[config.mk]
export PLATFORM = sky130hd
export DESIGN_NAME = ias_sequencer
export DESIGN_NICKNAME = d
export VERILOG_FILES = /design/src/ias_pkg.sv /design/src/ias_sync.sv /design/src/ias_settle_timer.sv /design/src/ias_sequencer.sv
export SDC_FILE = /design/constraint.sdc
export NUM_CORES = 1
export LEC_CHECK = 0
export BUFFER_PORTS_ARGS = -buffer_cell sky130_fd_sc_hd__clkbuf_2
export CAP_MARGIN = 20
export CELL_PAD_IN_SITES_DETAIL_PLACEMENT = 0
export CELL_PAD_IN_SITES_GLOBAL_PLACEMENT = 1
export CORE_ASPECT_RATIO = 1.25
export CORE_MARGIN = 2
export CORE_UTILIZATION = 48
export CTS_CLUSTER_SIZE = 8
export DETAILED_ROUTE_END_ITERATION = 8
export GPL_ROUTABILITY_DRIVEN = 0
export MAX_ROUTING_LAYER = met4
export PLACE_DENSITY_LB_ADDON = 0.1
export SLEW_MARGIN = 30
export SYNTH_ARGS = -nofsm -noshare
export SYNTH_HDL_FRONTEND = slang
export SYNTH_HIERARCHICAL = 1
export SYNTH_SLANG_ARGS = --single-unit
[constraint.sdc]
create_clock -name i_core_clk -period 3.4 [get_ports i_core_clk]
set_input_delay 0.51 -clock i_core_clk [delete_from_list [all_inputs] [get_ports i_core_clk]]
set_output_delay 0.51 -clock i_core_clk [all_outputs]
set_load 0.005 [all_outputs]
[src/ias_pkg.sv]
// Behaviour
// - bus reset clears control, data, status and vector state.
// - four-bit input select picks channel 1-16, or 1-8 when paired.
// - paired select forms 8 pairs, inputs 9-16 as second legs.
// - amplifier factor codes map to gains 1,2,5,10 or 1,2,4,8 by family.
// - settling flag is 1 for about 10 us after each control write.
// - with auto settle off, trigger write starts a conversion at once.
// - trigger writes while conversion busy is 1 are ignored.
// - control write with auto settle starts conversion when settling ends.
// - in auto mode busy covers settling and conversion.
// - result lag off loads current result; on loads previous one.
// - 12-bit result is left aligned, low four bits zero.
// - bipolar gives two's complement, unipolar straight binary.
// - with irq allow, settle done raises request 1, data ready request 0.
// - settle done interrupt on settling flag fall, host-triggered mode only.
// - data ready interrupt on busy flag fall.
// - acknowledge returns vector bits 7:1, bit 0 one for settle done.
// - acknowledge cycle clears the pending interrupt it serves.
// - vector read in I/O space returns bit 0 as zero.
// - control bits 15:10 ignore writes; status bits 7:2 undefined.
// - ID accesses take one wait state, I/O and acknowledge none.
// - control write during a conversion settles alongside it.
package ias_pkg;

	// ----------------------------------------------------------------
	// timing
	// ----------------------------------------------------------------
	localparam int CLK_MHZ          = 125;
	localparam int SETTLE_TIME_NS   = 10000;
	localparam int SETTLE_CYCLES    = (SETTLE_TIME_NS * CLK_MHZ + 999) / 1000;
	localparam int ID_WAIT_STATES   = 1;
	localparam int IO_WAIT_STATES   = 0;

	// ----------------------------------------------------------------
	// register byte offsets
	// ----------------------------------------------------------------
	localparam logic [6:0] OFS_CTRL   = 7'h00;
	localparam logic [6:0] OFS_RESULT = 7'h02;
	localparam logic [6:0] OFS_FLAGS  = 7'h05;
	localparam logic [6:0] OFS_TRIG   = 7'h07;
	localparam logic [6:0] OFS_VECTOR = 7'h09;
	localparam logic [6:0] OFS_UNLOCK = 7'h0b;

	// ----------------------------------------------------------------
	// fields and reset values
	// ----------------------------------------------------------------
	localparam int FLAG_SETTLE_BIT = 0;
	localparam int FLAG_BUSY_BIT   = 1;
	localparam int VEC_SETTLE_ID   = 1;

	typedef struct packed {
		logic       irq_allow;
		logic       result_lag_enable;
		logic       auto_settle_enable;
		logic [1:0] amp_factor;
		logic       paired_input_select;
		logic [3:0] input_select;
	} ias_ctrl_t;

	typedef struct packed {
		logic [3:0] pos;
		logic [3:0] neg;
		logic       paired;
		logic [3:0] gain;
	} ias_mux_t;

	typedef enum logic [2:0] {
		CONV_IDLE   = 3'b001,
		CONV_LAUNCH = 3'b010,
		CONV_RUN    = 3'b100
	} ias_conv_t;

	typedef struct packed {
		ias_ctrl_t   ctrl;
		ias_mux_t    mux;
		logic [15:0] result;
		logic [15:0] last;
		logic [6:0]  vec;
		logic        irq_settle;
		logic        irq_data;
		logic        auto_wait;
		ias_conv_t   conv;
		logic        start;
		logic        settle_d;
		logic        busy_d;
		logic        acc_open;
		logic        id_wait;
		logic        ack;
		logic [15:0] rdata;
	} ias_seq_state_t;

	localparam ias_ctrl_t   CTRL_RST   = 10'h000;
	localparam ias_mux_t    MUX_RST    = 13'h0001;
	localparam logic [15:0] RESULT_RST = 16'h0000;
	localparam logic [6:0]  VEC_RST    = 7'h00;
	localparam logic [15:0] ID_RDATA   = 16'h0000;

	localparam logic [3:0] GAIN_FAM_A [4] = '{4'h1, 4'h2, 4'h5, 4'ha};
	localparam logic [3:0] GAIN_FAM_B [4] = '{4'h1, 4'h2, 4'h4, 4'h8};

	localparam ias_seq_state_t SEQ_RST = '{
		ctrl:       CTRL_RST,
		mux:        MUX_RST,
		result:     RESULT_RST,
		last:       RESULT_RST,
		vec:        VEC_RST,
		irq_settle: 1'b0,
		irq_data:   1'b0,
		auto_wait:  1'b0,
		conv:       CONV_IDLE,
		start:      1'b0,
		settle_d:   1'b0,
		busy_d:     1'b0,
		acc_open:   1'b0,
		id_wait:    1'b0,
		ack:        1'b0,
		rdata:      16'h0000
	};

endpackage

[src/ias_sync.sv]
`timescale 1ns/1ns
module ias_sync #(
	parameter int W = 1
) (
	input  wire logic         i_core_clk,
	input  wire logic         i_rst,
	input  wire logic [W-1:0] i_async,
	output logic      [W-1:0] o_sync
);
	typedef struct packed {
		logic [W-1:0] s1;
		logic [W-1:0] s2;
		logic [W-1:0] s3;
		logic [W-1:0] q;
	} ias_sync_state_t;

	ias_sync_state_t st_r;
	ias_sync_state_t st_nxt;

	// s1 feeds only s2; value moves once s2 and s3 agree
	always_comb
	begin
		st_nxt    = st_r;
		st_nxt.s1 = i_async;
		st_nxt.s2 = st_r.s1;
		st_nxt.s3 = st_r.s2;
		if (st_r.s2 == st_r.s3)
		begin
			st_nxt.q = st_r.s3;
		end
	end

	always_ff @(posedge i_core_clk)
	begin
		if (i_rst)
			st_r <= '0;
		else
			st_r <= st_nxt;
	end

	assign o_sync = st_r.q;
endmodule // ias_sync

[src/ias_settle_timer.sv]
`timescale 1ns/1ns
module ias_settle_timer #(
	parameter int CYCLES = ias_pkg::SETTLE_CYCLES,
	parameter int CW     = $clog2(CYCLES + 1)
) (
	input  wire logic i_core_clk,
	input  wire logic i_rst,
	input  wire logic i_reload,
	output logic      o_busy,
	output logic      o_expire
);
	localparam logic [CW-1:0] LOAD = CW'(CYCLES);

	typedef struct packed {
		logic [CW-1:0] cnt;
		logic          busy;
		logic          expire;
	} ias_tmr_state_t;

	ias_tmr_state_t st_r;
	ias_tmr_state_t st_nxt;

	always_comb
	begin
		st_nxt        = st_r;
		st_nxt.expire = 1'b0;
		if (i_reload)
		begin
			// restart on every control write, even mid-count
			st_nxt.cnt  = LOAD;
			st_nxt.busy = 1'b1;
		end
		else if (st_r.busy)
		begin
			st_nxt.cnt = st_r.cnt - 1'b1;
			if (st_r.cnt == CW'(1))
			begin
				st_nxt.busy   = 1'b0;
				st_nxt.expire = 1'b1;
			end
		end
	end

	always_ff @(posedge i_core_clk)
	begin
		if (i_rst)
			st_r <= '0;
		else
			st_r <= st_nxt;
	end

	assign o_busy   = st_r.busy;
	assign o_expire = st_r.expire;
endmodule // ias_settle_timer

[src/ias_sequencer.sv]
`timescale 1ns/1ns
module ias_sequencer #(
	parameter bit BIPOLAR     = 1'b1,
	parameter bit GAIN_FAMILY = 1'b0,
	parameter int SETTLE_CYC  = ias_pkg::SETTLE_CYCLES
) (
	input  wire logic        i_core_clk,
	input  wire logic        i_rst,
	input  wire logic        i_io_sel_n,
	input  wire logic        i_id_sel_n,
	input  wire logic        i_int_sel_n,
	input  wire logic        i_wr_n,
	input  wire logic [1:0]  i_be_n,
	input  wire logic [5:0]  i_addr,
	input  wire logic [15:0] i_wdata,
	output logic      [15:0] o_rdata,
	output logic             o_ack_n,
	output logic      [1:0]  o_irq_n,
	output logic      [3:0]  o_mux_pos,
	output logic      [3:0]  o_mux_neg,
	output logic             o_mux_paired,
	output logic      [3:0]  o_gain_factor,
	output logic             o_conv_start,
	input  wire logic        i_adc_busy,
	input  wire logic [11:0] i_adc_data
);
	// ----------------------------------------------------------------
	// state and helpers
	// ----------------------------------------------------------------
	ias_pkg::ias_seq_state_t st_r;
	ias_pkg::ias_seq_state_t st_nxt;

	logic        adc_busy;
	logic [11:0] adc_data;
	logic        tmr_busy;
	logic        tmr_expire;
	logic        ctrl_wr;

	ias_sync #(
		.W (1)
	) u_sync_busy (
		.i_core_clk (i_core_clk),
		.i_rst      (i_rst),
		.i_async    (i_adc_busy),
		.o_sync     (adc_busy)
	);

	// data is held steady by the converter while busy is low
	ias_sync #(
		.W (12)
	) u_sync_data (
		.i_core_clk (i_core_clk),
		.i_rst      (i_rst),
		.i_async    (i_adc_data),
		.o_sync     (adc_data)
	);

	ias_settle_timer #(
		.CYCLES (SETTLE_CYC)
	) u_settle (
		.i_core_clk (i_core_clk),
		.i_rst      (i_rst),
		.i_reload   (ctrl_wr),
		.o_busy     (tmr_busy),
		.o_expire   (tmr_expire)
	);

	function automatic logic [15:0] fmt_result(input logic [11:0] raw);
		logic [11:0] code;
		code = raw;
		if (BIPOLAR)
		begin
			code[11] = ~raw[11];
		end
		return {code, 4'h0};
	endfunction

	function automatic ias_pkg::ias_mux_t mux_of(input ias_pkg::ias_ctrl_t c);
		ias_pkg::ias_mux_t m;
		m = ias_pkg::MUX_RST;
		m.paired = c.paired_input_select;
		if (c.paired_input_select)
		begin
			// codes above 0111 fold onto pairs 1-8
			m.pos = {1'b0, c.input_select[2:0]};
			m.neg = {1'b1, c.input_select[2:0]};
		end
		else
		begin
			m.pos = c.input_select;
			m.neg = 4'h0;
		end
		if (GAIN_FAMILY)
			m.gain = ias_pkg::GAIN_FAM_B[c.amp_factor];
		else
			m.gain = ias_pkg::GAIN_FAM_A[c.amp_factor];
		return m;
	endfunction

	// ----------------------------------------------------------------
	// bus decode and sequencing
	// ----------------------------------------------------------------
	logic        sel_any;
	logic        take;
	logic        io_take;
	logic        int_take;
	logic        wr;
	logic        rd;
	logic        trig_wr;
	logic        conv_busy;
	logic        start_now;
	logic        adc_done;
	logic        settle_fall;
	logic        busy_fall;
	logic [15:0] fresh;
	ias_pkg::ias_ctrl_t wctrl;

	always_comb
	begin
		st_nxt       = st_r;
		st_nxt.start = 1'b0;
		st_nxt.ack   = 1'b0;
		wctrl        = st_r.ctrl;
		fresh        = fmt_result(adc_data);

		sel_any  = ~i_io_sel_n | ~i_id_sel_n | ~i_int_sel_n;
		take     = sel_any & ~st_r.acc_open;
		io_take  = take & ~i_io_sel_n;
		int_take = take & ~i_int_sel_n;
		wr       = io_take & ~i_wr_n;
		rd       = io_take & i_wr_n;
		ctrl_wr  = wr & (i_addr == ias_pkg::OFS_CTRL[6:1]);
		trig_wr  = wr & (i_addr == ias_pkg::OFS_TRIG[6:1]);

		conv_busy = st_r.auto_wait | (st_r.conv != ias_pkg::CONV_IDLE);

		// one access per select; host drops select after ack
		if (!sel_any)
			st_nxt.acc_open = 1'b0;
		else if (take)
			st_nxt.acc_open = 1'b1;

		if (io_take | int_take)
		begin
			st_nxt.ack = 1'b1;
		end
		if (take & ~i_id_sel_n)
		begin
			st_nxt.id_wait = 1'b1;
		end
		if (st_r.id_wait)
		begin
			st_nxt.id_wait = 1'b0;
			st_nxt.ack     = 1'b1;
			st_nxt.rdata   = ias_pkg::ID_RDATA;
		end

		// register writes
		if (ctrl_wr)
		begin
			if (!i_be_n[0])
			begin
				wctrl[7:0] = i_wdata[7:0];
			end
			if (!i_be_n[1])
			begin
				wctrl[9:8] = i_wdata[9:8];
			end
			st_nxt.ctrl      = wctrl;
			st_nxt.mux       = mux_of(wctrl);
			st_nxt.auto_wait = wctrl.auto_settle_enable;
		end
		if (wr && i_addr == ias_pkg::OFS_RESULT[6:1])
		begin
			if (!i_be_n[0])
			begin
				st_nxt.result[7:0] = i_wdata[7:0];
			end
			if (!i_be_n[1])
			begin
				st_nxt.result[15:8] = i_wdata[15:8];
			end
		end
		if (wr && !i_be_n[0] && i_addr == ias_pkg::OFS_VECTOR[6:1])
		begin
			st_nxt.vec = i_wdata[7:1];
		end

		// register reads
		if (rd)
		begin
			st_nxt.rdata = 16'h0000;
			if (i_addr == ias_pkg::OFS_CTRL[6:1])
			begin
				st_nxt.rdata[9:0] = st_r.ctrl;
			end
			else if (i_addr == ias_pkg::OFS_RESULT[6:1])
			begin
				st_nxt.rdata = st_r.result;
			end
			else if (i_addr == ias_pkg::OFS_FLAGS[6:1])
			begin
				st_nxt.rdata[ias_pkg::FLAG_SETTLE_BIT] = tmr_busy;
				st_nxt.rdata[ias_pkg::FLAG_BUSY_BIT]   = conv_busy;
			end
			else if (i_addr == ias_pkg::OFS_VECTOR[6:1])
			begin
				st_nxt.rdata[7:0] = {st_r.vec, 1'b0};
			end
		end

		// interrupt acknowledge: A1 high serves request 1
		if (int_take)
		begin
			if (i_addr[0])
			begin
				st_nxt.rdata      = {8'h00, st_r.vec, 1'b1};
				st_nxt.irq_settle = 1'b0;
			end
			else
			begin
				st_nxt.rdata    = {8'h00, st_r.vec, 1'b0};
				st_nxt.irq_data = 1'b0;
			end
		end

		// conversion launch
		start_now = (trig_wr & ~st_r.ctrl.auto_settle_enable & ~conv_busy)
			| (st_r.auto_wait & ~tmr_busy
			& (st_r.conv == ias_pkg::CONV_IDLE));
		adc_done  = 1'b0;

		unique case (st_r.conv)
			ias_pkg::CONV_IDLE:
			begin
				if (start_now)
				begin
					st_nxt.conv      = ias_pkg::CONV_LAUNCH;
					st_nxt.start     = 1'b1;
					st_nxt.auto_wait = 1'b0;
					if (st_r.ctrl.result_lag_enable)
					begin
						st_nxt.result = st_r.last;
					end
				end
			end
			ias_pkg::CONV_LAUNCH:
			begin
				if (adc_busy)
				begin
					st_nxt.conv = ias_pkg::CONV_RUN;
				end
			end
			ias_pkg::CONV_RUN:
			begin
				if (!adc_busy)
				begin
					adc_done    = 1'b1;
					st_nxt.conv = ias_pkg::CONV_IDLE;
				end
			end
		endcase

		if (adc_done)
		begin
			st_nxt.last = fresh;
			if (!st_r.ctrl.result_lag_enable)
			begin
				st_nxt.result = fresh;
			end
		end

		// edge detection; a set in the clear cycle wins
		st_nxt.settle_d = tmr_busy;
		st_nxt.busy_d   = conv_busy;
		settle_fall     = st_r.settle_d & ~tmr_busy;
		busy_fall       = st_r.busy_d & ~conv_busy;
		if (settle_fall && st_r.ctrl.irq_allow
			&& !st_r.ctrl.auto_settle_enable)
		begin
			st_nxt.irq_settle = 1'b1;
		end
		if (busy_fall && st_r.ctrl.irq_allow)
		begin
			st_nxt.irq_data = 1'b1;
		end
	end

	// ----------------------------------------------------------------
	// state register
	// ----------------------------------------------------------------
	always_ff @(posedge i_core_clk)
	begin
		if (i_rst)
			st_r <= ias_pkg::SEQ_RST;
		else
			st_r <= st_nxt;
	end

	assign o_rdata       = st_r.rdata;
	assign o_ack_n       = ~st_r.ack;
	assign o_irq_n       = ~{st_r.irq_settle, st_r.irq_data};
	assign o_mux_pos     = st_r.mux.pos;
	assign o_mux_neg     = st_r.mux.neg;
	assign o_mux_paired  = st_r.mux.paired;
	assign o_gain_factor = st_r.mux.gain;
	assign o_conv_start  = st_r.start;
endmodule // ias_sequencer

=== Word-level counts from Yosys, hierarchy flattened ===
Index checks and enable logic that the tools add are counted.

* Add/sub/neg operators: 1
* Multipliers: 0
* Shift operators: 0
* Bitwise operators: 34
* Eq/ne operators: 15
* Order comparisons: 1
* Multiplexer cells: 43
* Reduce and logical (&&, ||, !) cells: 22
* Divide/modulo/power cells: 0

{| class="wikitable"
|+ Operator list
! operator !! number
|-
| $mux 16 || 7
|-
| $mux 8 || 8
|-
| $mux 32 || 1
|-
| $mux 17 || 1
|-
| $and 1x1->1 || 14
|-
| $mux 13 || 1
|-
| $not 1->1 || 13
|-
| $eq 12x12->1 || 1
|-
| $eq 6x2->1 const B || 2
|-
| $mux 12 || 1
|-
| $mux 6 || 2
|-
| $eq 11x1->1 const B || 1
|-
| $mux 1 || 11
|-
| $sub 11x1->11 const B || 1
|-
| $mux 10 || 1
|-
| $pmux 3 s3 || 1
|-
| $bmux 4 s2 || 1
|-
| $mux 4 || 2
|-
| $reduce_bool 2->1 || 4
|-
| $reduce_or 2->1 || 4
|-
| $eq 6x1->1 const B || 1
|-
| $eq 6x3->1 const B || 1
|-
| $logic_and 1x1->1 || 6
|-
| $logic_not 6->1 || 1
|-
| other kinds (18) || 30
|}

* ROM bits: 0
* Output and inout port bits: 33
* Bits of input ports: 43
* Latch bits: 0
* Memory bits (writable): 0
* Register bits: 149
* Logic and storage cells: 150
* Memories: 0

=== Longest topological paths before layout ===
* Depth in word-level cells: 14
* Gate-level depth with buffers: 8
* Gate-level depth less buffers: 5

=== Hierarchy ===
The synthesis kept the hierarchy.

{| class="wikitable"
|+ Modules (own cells, without submodules)
! module !! sequential area each (sq um) !! cells each !! area an instance (sq um) !! instances
|-
| ias_sequencer || 1601.5 || 422 || 3748.6 || 1
|-
| ias_sync (u_sync_data) || 960.9 || 155 || 1717.9 || 1
|-
| ias_settle_timer || 260.2 || 70 || 630.6 || 1
|-
| ias_sync (u_sync_busy) || 80.1 || 10 || 112.6 || 1
|}

=== Least setup slack after synthesis ===
Ideal clock, no wire load.

* Path kind: input -> register
* Start point: input i_addr[0]
* End point: register u_settle/st_r[8] (netlist name)
* Required time: 3.308 ns
* Path slack: 1.096 ns
* Arrival: 2.213 ns
* Setup time: 0.092 ns
* Buffers on the path: 3
* Stages: 7
* Cells stage by stage: buf_2 or4_4 nor3_4 buf_6 buf_1 nor3_1 nor4_1

* Cells in the longest elaborated chain, start to end: 3
* Elaborated cells between the ends (all ways): 4
* Classes of those cells: 1 x mux; 1 x bitwise; 2 x reduce/logical

{| class="wikitable"
|+ RTL lines
! what !! line !! source
|-
| start, declared || ias_sequencer.sv:14 || <nowiki>input wire logic [5:0] i_addr,</nowiki>
|-
| $logic_not 6->1 * || ias_sequencer.sv:132 || <nowiki>ctrl_wr = wr & (i_addr == ias_pkg::OFS_CTRL[6:1]);</nowiki>
|-
| $and 1x1->1 * || ias_sequencer.sv:132 ||
|-
| named net ctrl_wr || ias_sequencer.sv:37 || <nowiki>logic ctrl_wr;</nowiki>
|-
| $mux 12 / $reduce_bool 2->1 (equally long branches) || -- ||
|-
| end signal, assigned || ias_settle_timer.sv:49 || <nowiki>st_r <= st_nxt;</nowiki>
|-
| end, declared || ias_settle_timer.sv:20 || <nowiki>ias_tmr_state_t st_r;</nowiki>
|}

The timed path passes the listed nets; every way through them passes the cells marked *.
A chain may end at the register's enable or synchronous reset.

=== Final worst setup path ===
* Start point: register st_r[18] (netlist name)
* End point: register u_settle/st_r[8] (netlist name)

* Cells in the longest elaborated chain, start to end: 6
* Elaborated cells between the ends (all ways): 7
* Classes of those cells: 1 x mux; 5 x bitwise; 1 x reduce/logical

{| class="wikitable"
|+ RTL lines
! what !! line !! source
|-
| start, declared || ias_sequencer.sv:30 || <nowiki>ias_pkg::ias_seq_state_t st_r;</nowiki>
|-
| start signal, assigned || ias_sequencer.sv:295 || <nowiki>st_r <= ias_pkg::SEQ_RST;</nowiki>
|-
| start signal, assigned || ias_sequencer.sv:297 || <nowiki>st_r <= st_nxt;</nowiki>
|-
| $not 1->1 * || ias_sequencer.sv:127 || <nowiki>take = sel_any & ~st_r.acc_open;</nowiki>
|-
| $and 1x1->1 * || ias_sequencer.sv:127 ||
|-
| $and 1x1->1 * || ias_sequencer.sv:128 || <nowiki>io_take = take & ~i_io_sel_n;</nowiki>
|-
| $and 1x1->1 * || ias_sequencer.sv:130 || <nowiki>wr = io_take & ~i_wr_n;</nowiki>
|-
| $and 1x1->1 * || ias_sequencer.sv:132 ||
|-
| $mux 12 / $reduce_bool 2->1 (equally long branches) || -- ||
|}

Mark *: on every way between the ends. The rest lies on a longest branch, timed or not.

==> results.sh <==
export IMPL_status="finished, final reports clean"
export IMPL_clk_pin_slew_ps=60
export IMPL_cts_buffer_depth=2
export IMPL_finalSetupTns_ps=0
export IMPL_slowest_stage="or3_1"
export IMPL_slew_violations=0
export IMPL_port_buffers=75
export IMPL_drtAntennaViolNets=0
export IMPL_syn_instance_count=655
export IMPL_dr_pass1_iters=4
export IMPL_cts_buffers=17
export IMPL_required_ps=3710
export IMPL_place_hpwl_um=9245
export IMPL_setup_worst_path_end_class="flip-flop"
export IMPL_dr_wl_met2_um=6465
export IMPL_switching_share_pct=21.96
export IMPL_multi_input_area_um2=2771
export IMPL_ys_warn_count=6
export IMPL_holdBufCountCts=0
export IMPL_area_growth_pct=13.80
export IMPL_drc=0
export IMPL_crit_chain="or3_1 -> nor3_4 -> buf_4 -> inv_1 -> and4_2 -> nor4_1"
export IMPL_powerDensity_nw_per_um2=557.7
export IMPL_topRoutingLayerUsed="met4"
export IMPL_htree_levels=4
export IMPL_finalClockSkew_ps=6.118
export IMPL_first_global_vias=4293
export IMPL_fp_dieW_um=105.5
export IMPL_seq_area_um2=2883
export IMPL_final_period_utilization_pct=64.36
export IMPL_cp_max_fo=31
export IMPL_met3WireLength_um=456
export IMPL_dp_slack_ps=928.8
export IMPL_seq_power_share_pct=44.2
export IMPL_worstRegToRegCells=6
export IMPL_pwr_share_clk_pct=50.9
export IMPL_nFillCells=1154
export IMPL_pwr_share_comb_pct=4.9
export IMPL_postCtsSetupBuffers=0
export IMPL_setup_violations=0
export IMPL_drt_vias_per_instance=5.282
export IMPL_rsz0062_at_grt="false"
export IMPL_cts_tree="built"
export IMPL_wl_met1_um=5652
export IMPL_period_needed_ps=2188
export IMPL_core_area_um2=12660
export IMPL_tightest_slew_ps=726.5
export IMPL_power_switching_mw=0.8617
export IMPL_critPathLaunchType="flip-flop"
export IMPL_first_iter_violations=205
export IMPL_maxSlewHeadroom_pct=51.57
export IMPL_drive_gt1_share_pct=19.25
export IMPL_syn_avg_cell_area_um2=9.440
export IMPL_antenna_diode_count=0
export IMPL_layout_setup_ws_ps=1212
export IMPL_peakVddDrop_mv=0.3108
export IMPL_nets=728
export IMPL_post_cts_resized_instances=0
export IMPL_drt_wl_total_um=12790
export IMPL_synthesis_nets=700
export IMPL_avgRoutedWirePerCell_um=14.81
export IMPL_cts_sinks=144
export IMPL_fmax_mhz=457.0
export IMPL_ios=76
export IMPL_cpPeakStageDelay_ps=520
export IMPL_intPower_mw=3.062
export IMPL_leakage_nw=2.835
export IMPL_hold_class="input port to flip-flop"
export IMPL_crit_type="flip-flop to flip-flop"
export IMPL_row_count=46
export IMPL_start_util_pct=48.83
export IMPL_clkLatencyLatePin_ps=410
export IMPL_die_height_um=130.9
export IMPL_grtUsageTotal_pct=19.80
export IMPL_dieArea_um2=13810
export IMPL_grt_max_degree=64
export IMPL_cp_arrival_ps=2490
export IMPL_syn_area_um2=6183
export IMPL_grt_antenna_before_repair=0
export IMPL_cts_root_buf="clkbuf_16"
export IMPL_hold_viol_final=0
export IMPL_maxCapViolCount=0
export IMPL_holdPathStages=2
export IMPL_grt_overflow=0
export IMPL_grt_pass1_wl_um=21200
export IMPL_vias=4564
==> layer usage <==
metal	GRT usage [%]	up-vias
met3	4.117	19
met4	7.508	0
met1	23.13	2134
met5	-	-
li1	-	2319
met2	33.74	92
==> worst max-delay path, delay by kind of cell (launching register included) <==
family,cells,cell delay [ps]
AND/OR/NAND/NOR,4,1160
buffers and inverters,2,490
flip-flops,1,430
==> power groups by stage <==
stage | clock network [mW] | logic, mW | registers (mW)
floorplan | 0 | 0.138 | 1.77
finish | 2.00 | 0.191 | 1.74
global route | 2.12 | 0.212 | 1.74
detailed placement | 0 | 0.193 | 1.77
CTS | 2.04 | 0.193 | 1.74
global placement | 0 | 0.187 | 1.77
==> area by class of cell <==
| type | instances | share of cell area, % |
|---|---|---|
| flip-flops and latches | 144 | 40.97 |
| repair buffers | 83 | 6.223 |
| well taps | 168 | 2.987 |
| inverters | 25 | 1.334 |
| multi-input cells | 412 | 39.38 |
| clock inverters | 13 | 2.809 |
| clock buffers | 19 | 6.294 |
==> final timing paths <==
| kind | from | endpoint | slack, ps |
|---|---|---|---|
| worst max-delay path | st_r[18] | u_settle/st_r[8] | 1210 |
| worst min register to register | u_sync_data/st_nxt[27] | u_sync_data/st_nxt[15] | 430 |
| worst max register to register | st_r[18] | u_settle/st_r[8] | 1210 |
| worst min-delay path | i_id_sel_n | st_r[17] | 290 |
==> stage by stage <==
step | instances | power, mW | area [um2] | utilization, % | hold WS [ps]
after floorplan | 655 | 1.904 | 6183 | - | 413.8
after global placement | 832 | 1.960 | 6381 | 50.40 | 416.5
after detailed placement | 832 | 1.967 | 6396 | 50.51 | 423.9
after CTS | 864 | 3.965 | 7037 | 55.57 | 272.3
after global routing | 864 | 4.072 | 7037 | 55.57 | 285.2
final | 864 | 3.924 | 7037 | 55.57 | 287.0
==> sequential cells by signal, indices dropped and copies added, names as in the netlist, 2 cells and up <==
| register | flops |
|---|---|
| o_rdata | 16 |
| st_r | 55 |
| u_sync_data/st_r | 12 |
| u_settle/st_r | 11 |
| u_sync_data/st_nxt | 24 |
| o_mux_neg | 4 |
| u_sync_data/o_sync | 12 |
| o_gain_factor | 3 |
| u_sync_busy/st_nxt | 2 |
==> layout by cell type, fill, tap and decap left out, types with 3 or more instances in the layout <==
cell type,instances
o221ai_1,12
inv_1,25
dfxtp_1,144
inv_6,5
a311oi_1,7
nand2_1,50
nor4_1,8
buf_4,9
o22ai_1,3
nand4_1,7
nor2_1,48
mux2i_1,48
nand2b_1,24
a21oi_1,22
nor4b_1,3
bufinv_16,4
and3_1,12
clkbuf_16,17
a32oi_1,9
a211oi_1,8
or3_1,4
clkbuf_2,74
clkinv_4,3
xnor2_1,16
or2b_1,3
nor3_1,18
a31oi_1,8
nor2b_1,43
nand3_1,4
o21ai_0,9
nor3b_1,4
Power figures use the tool's default switching activity.
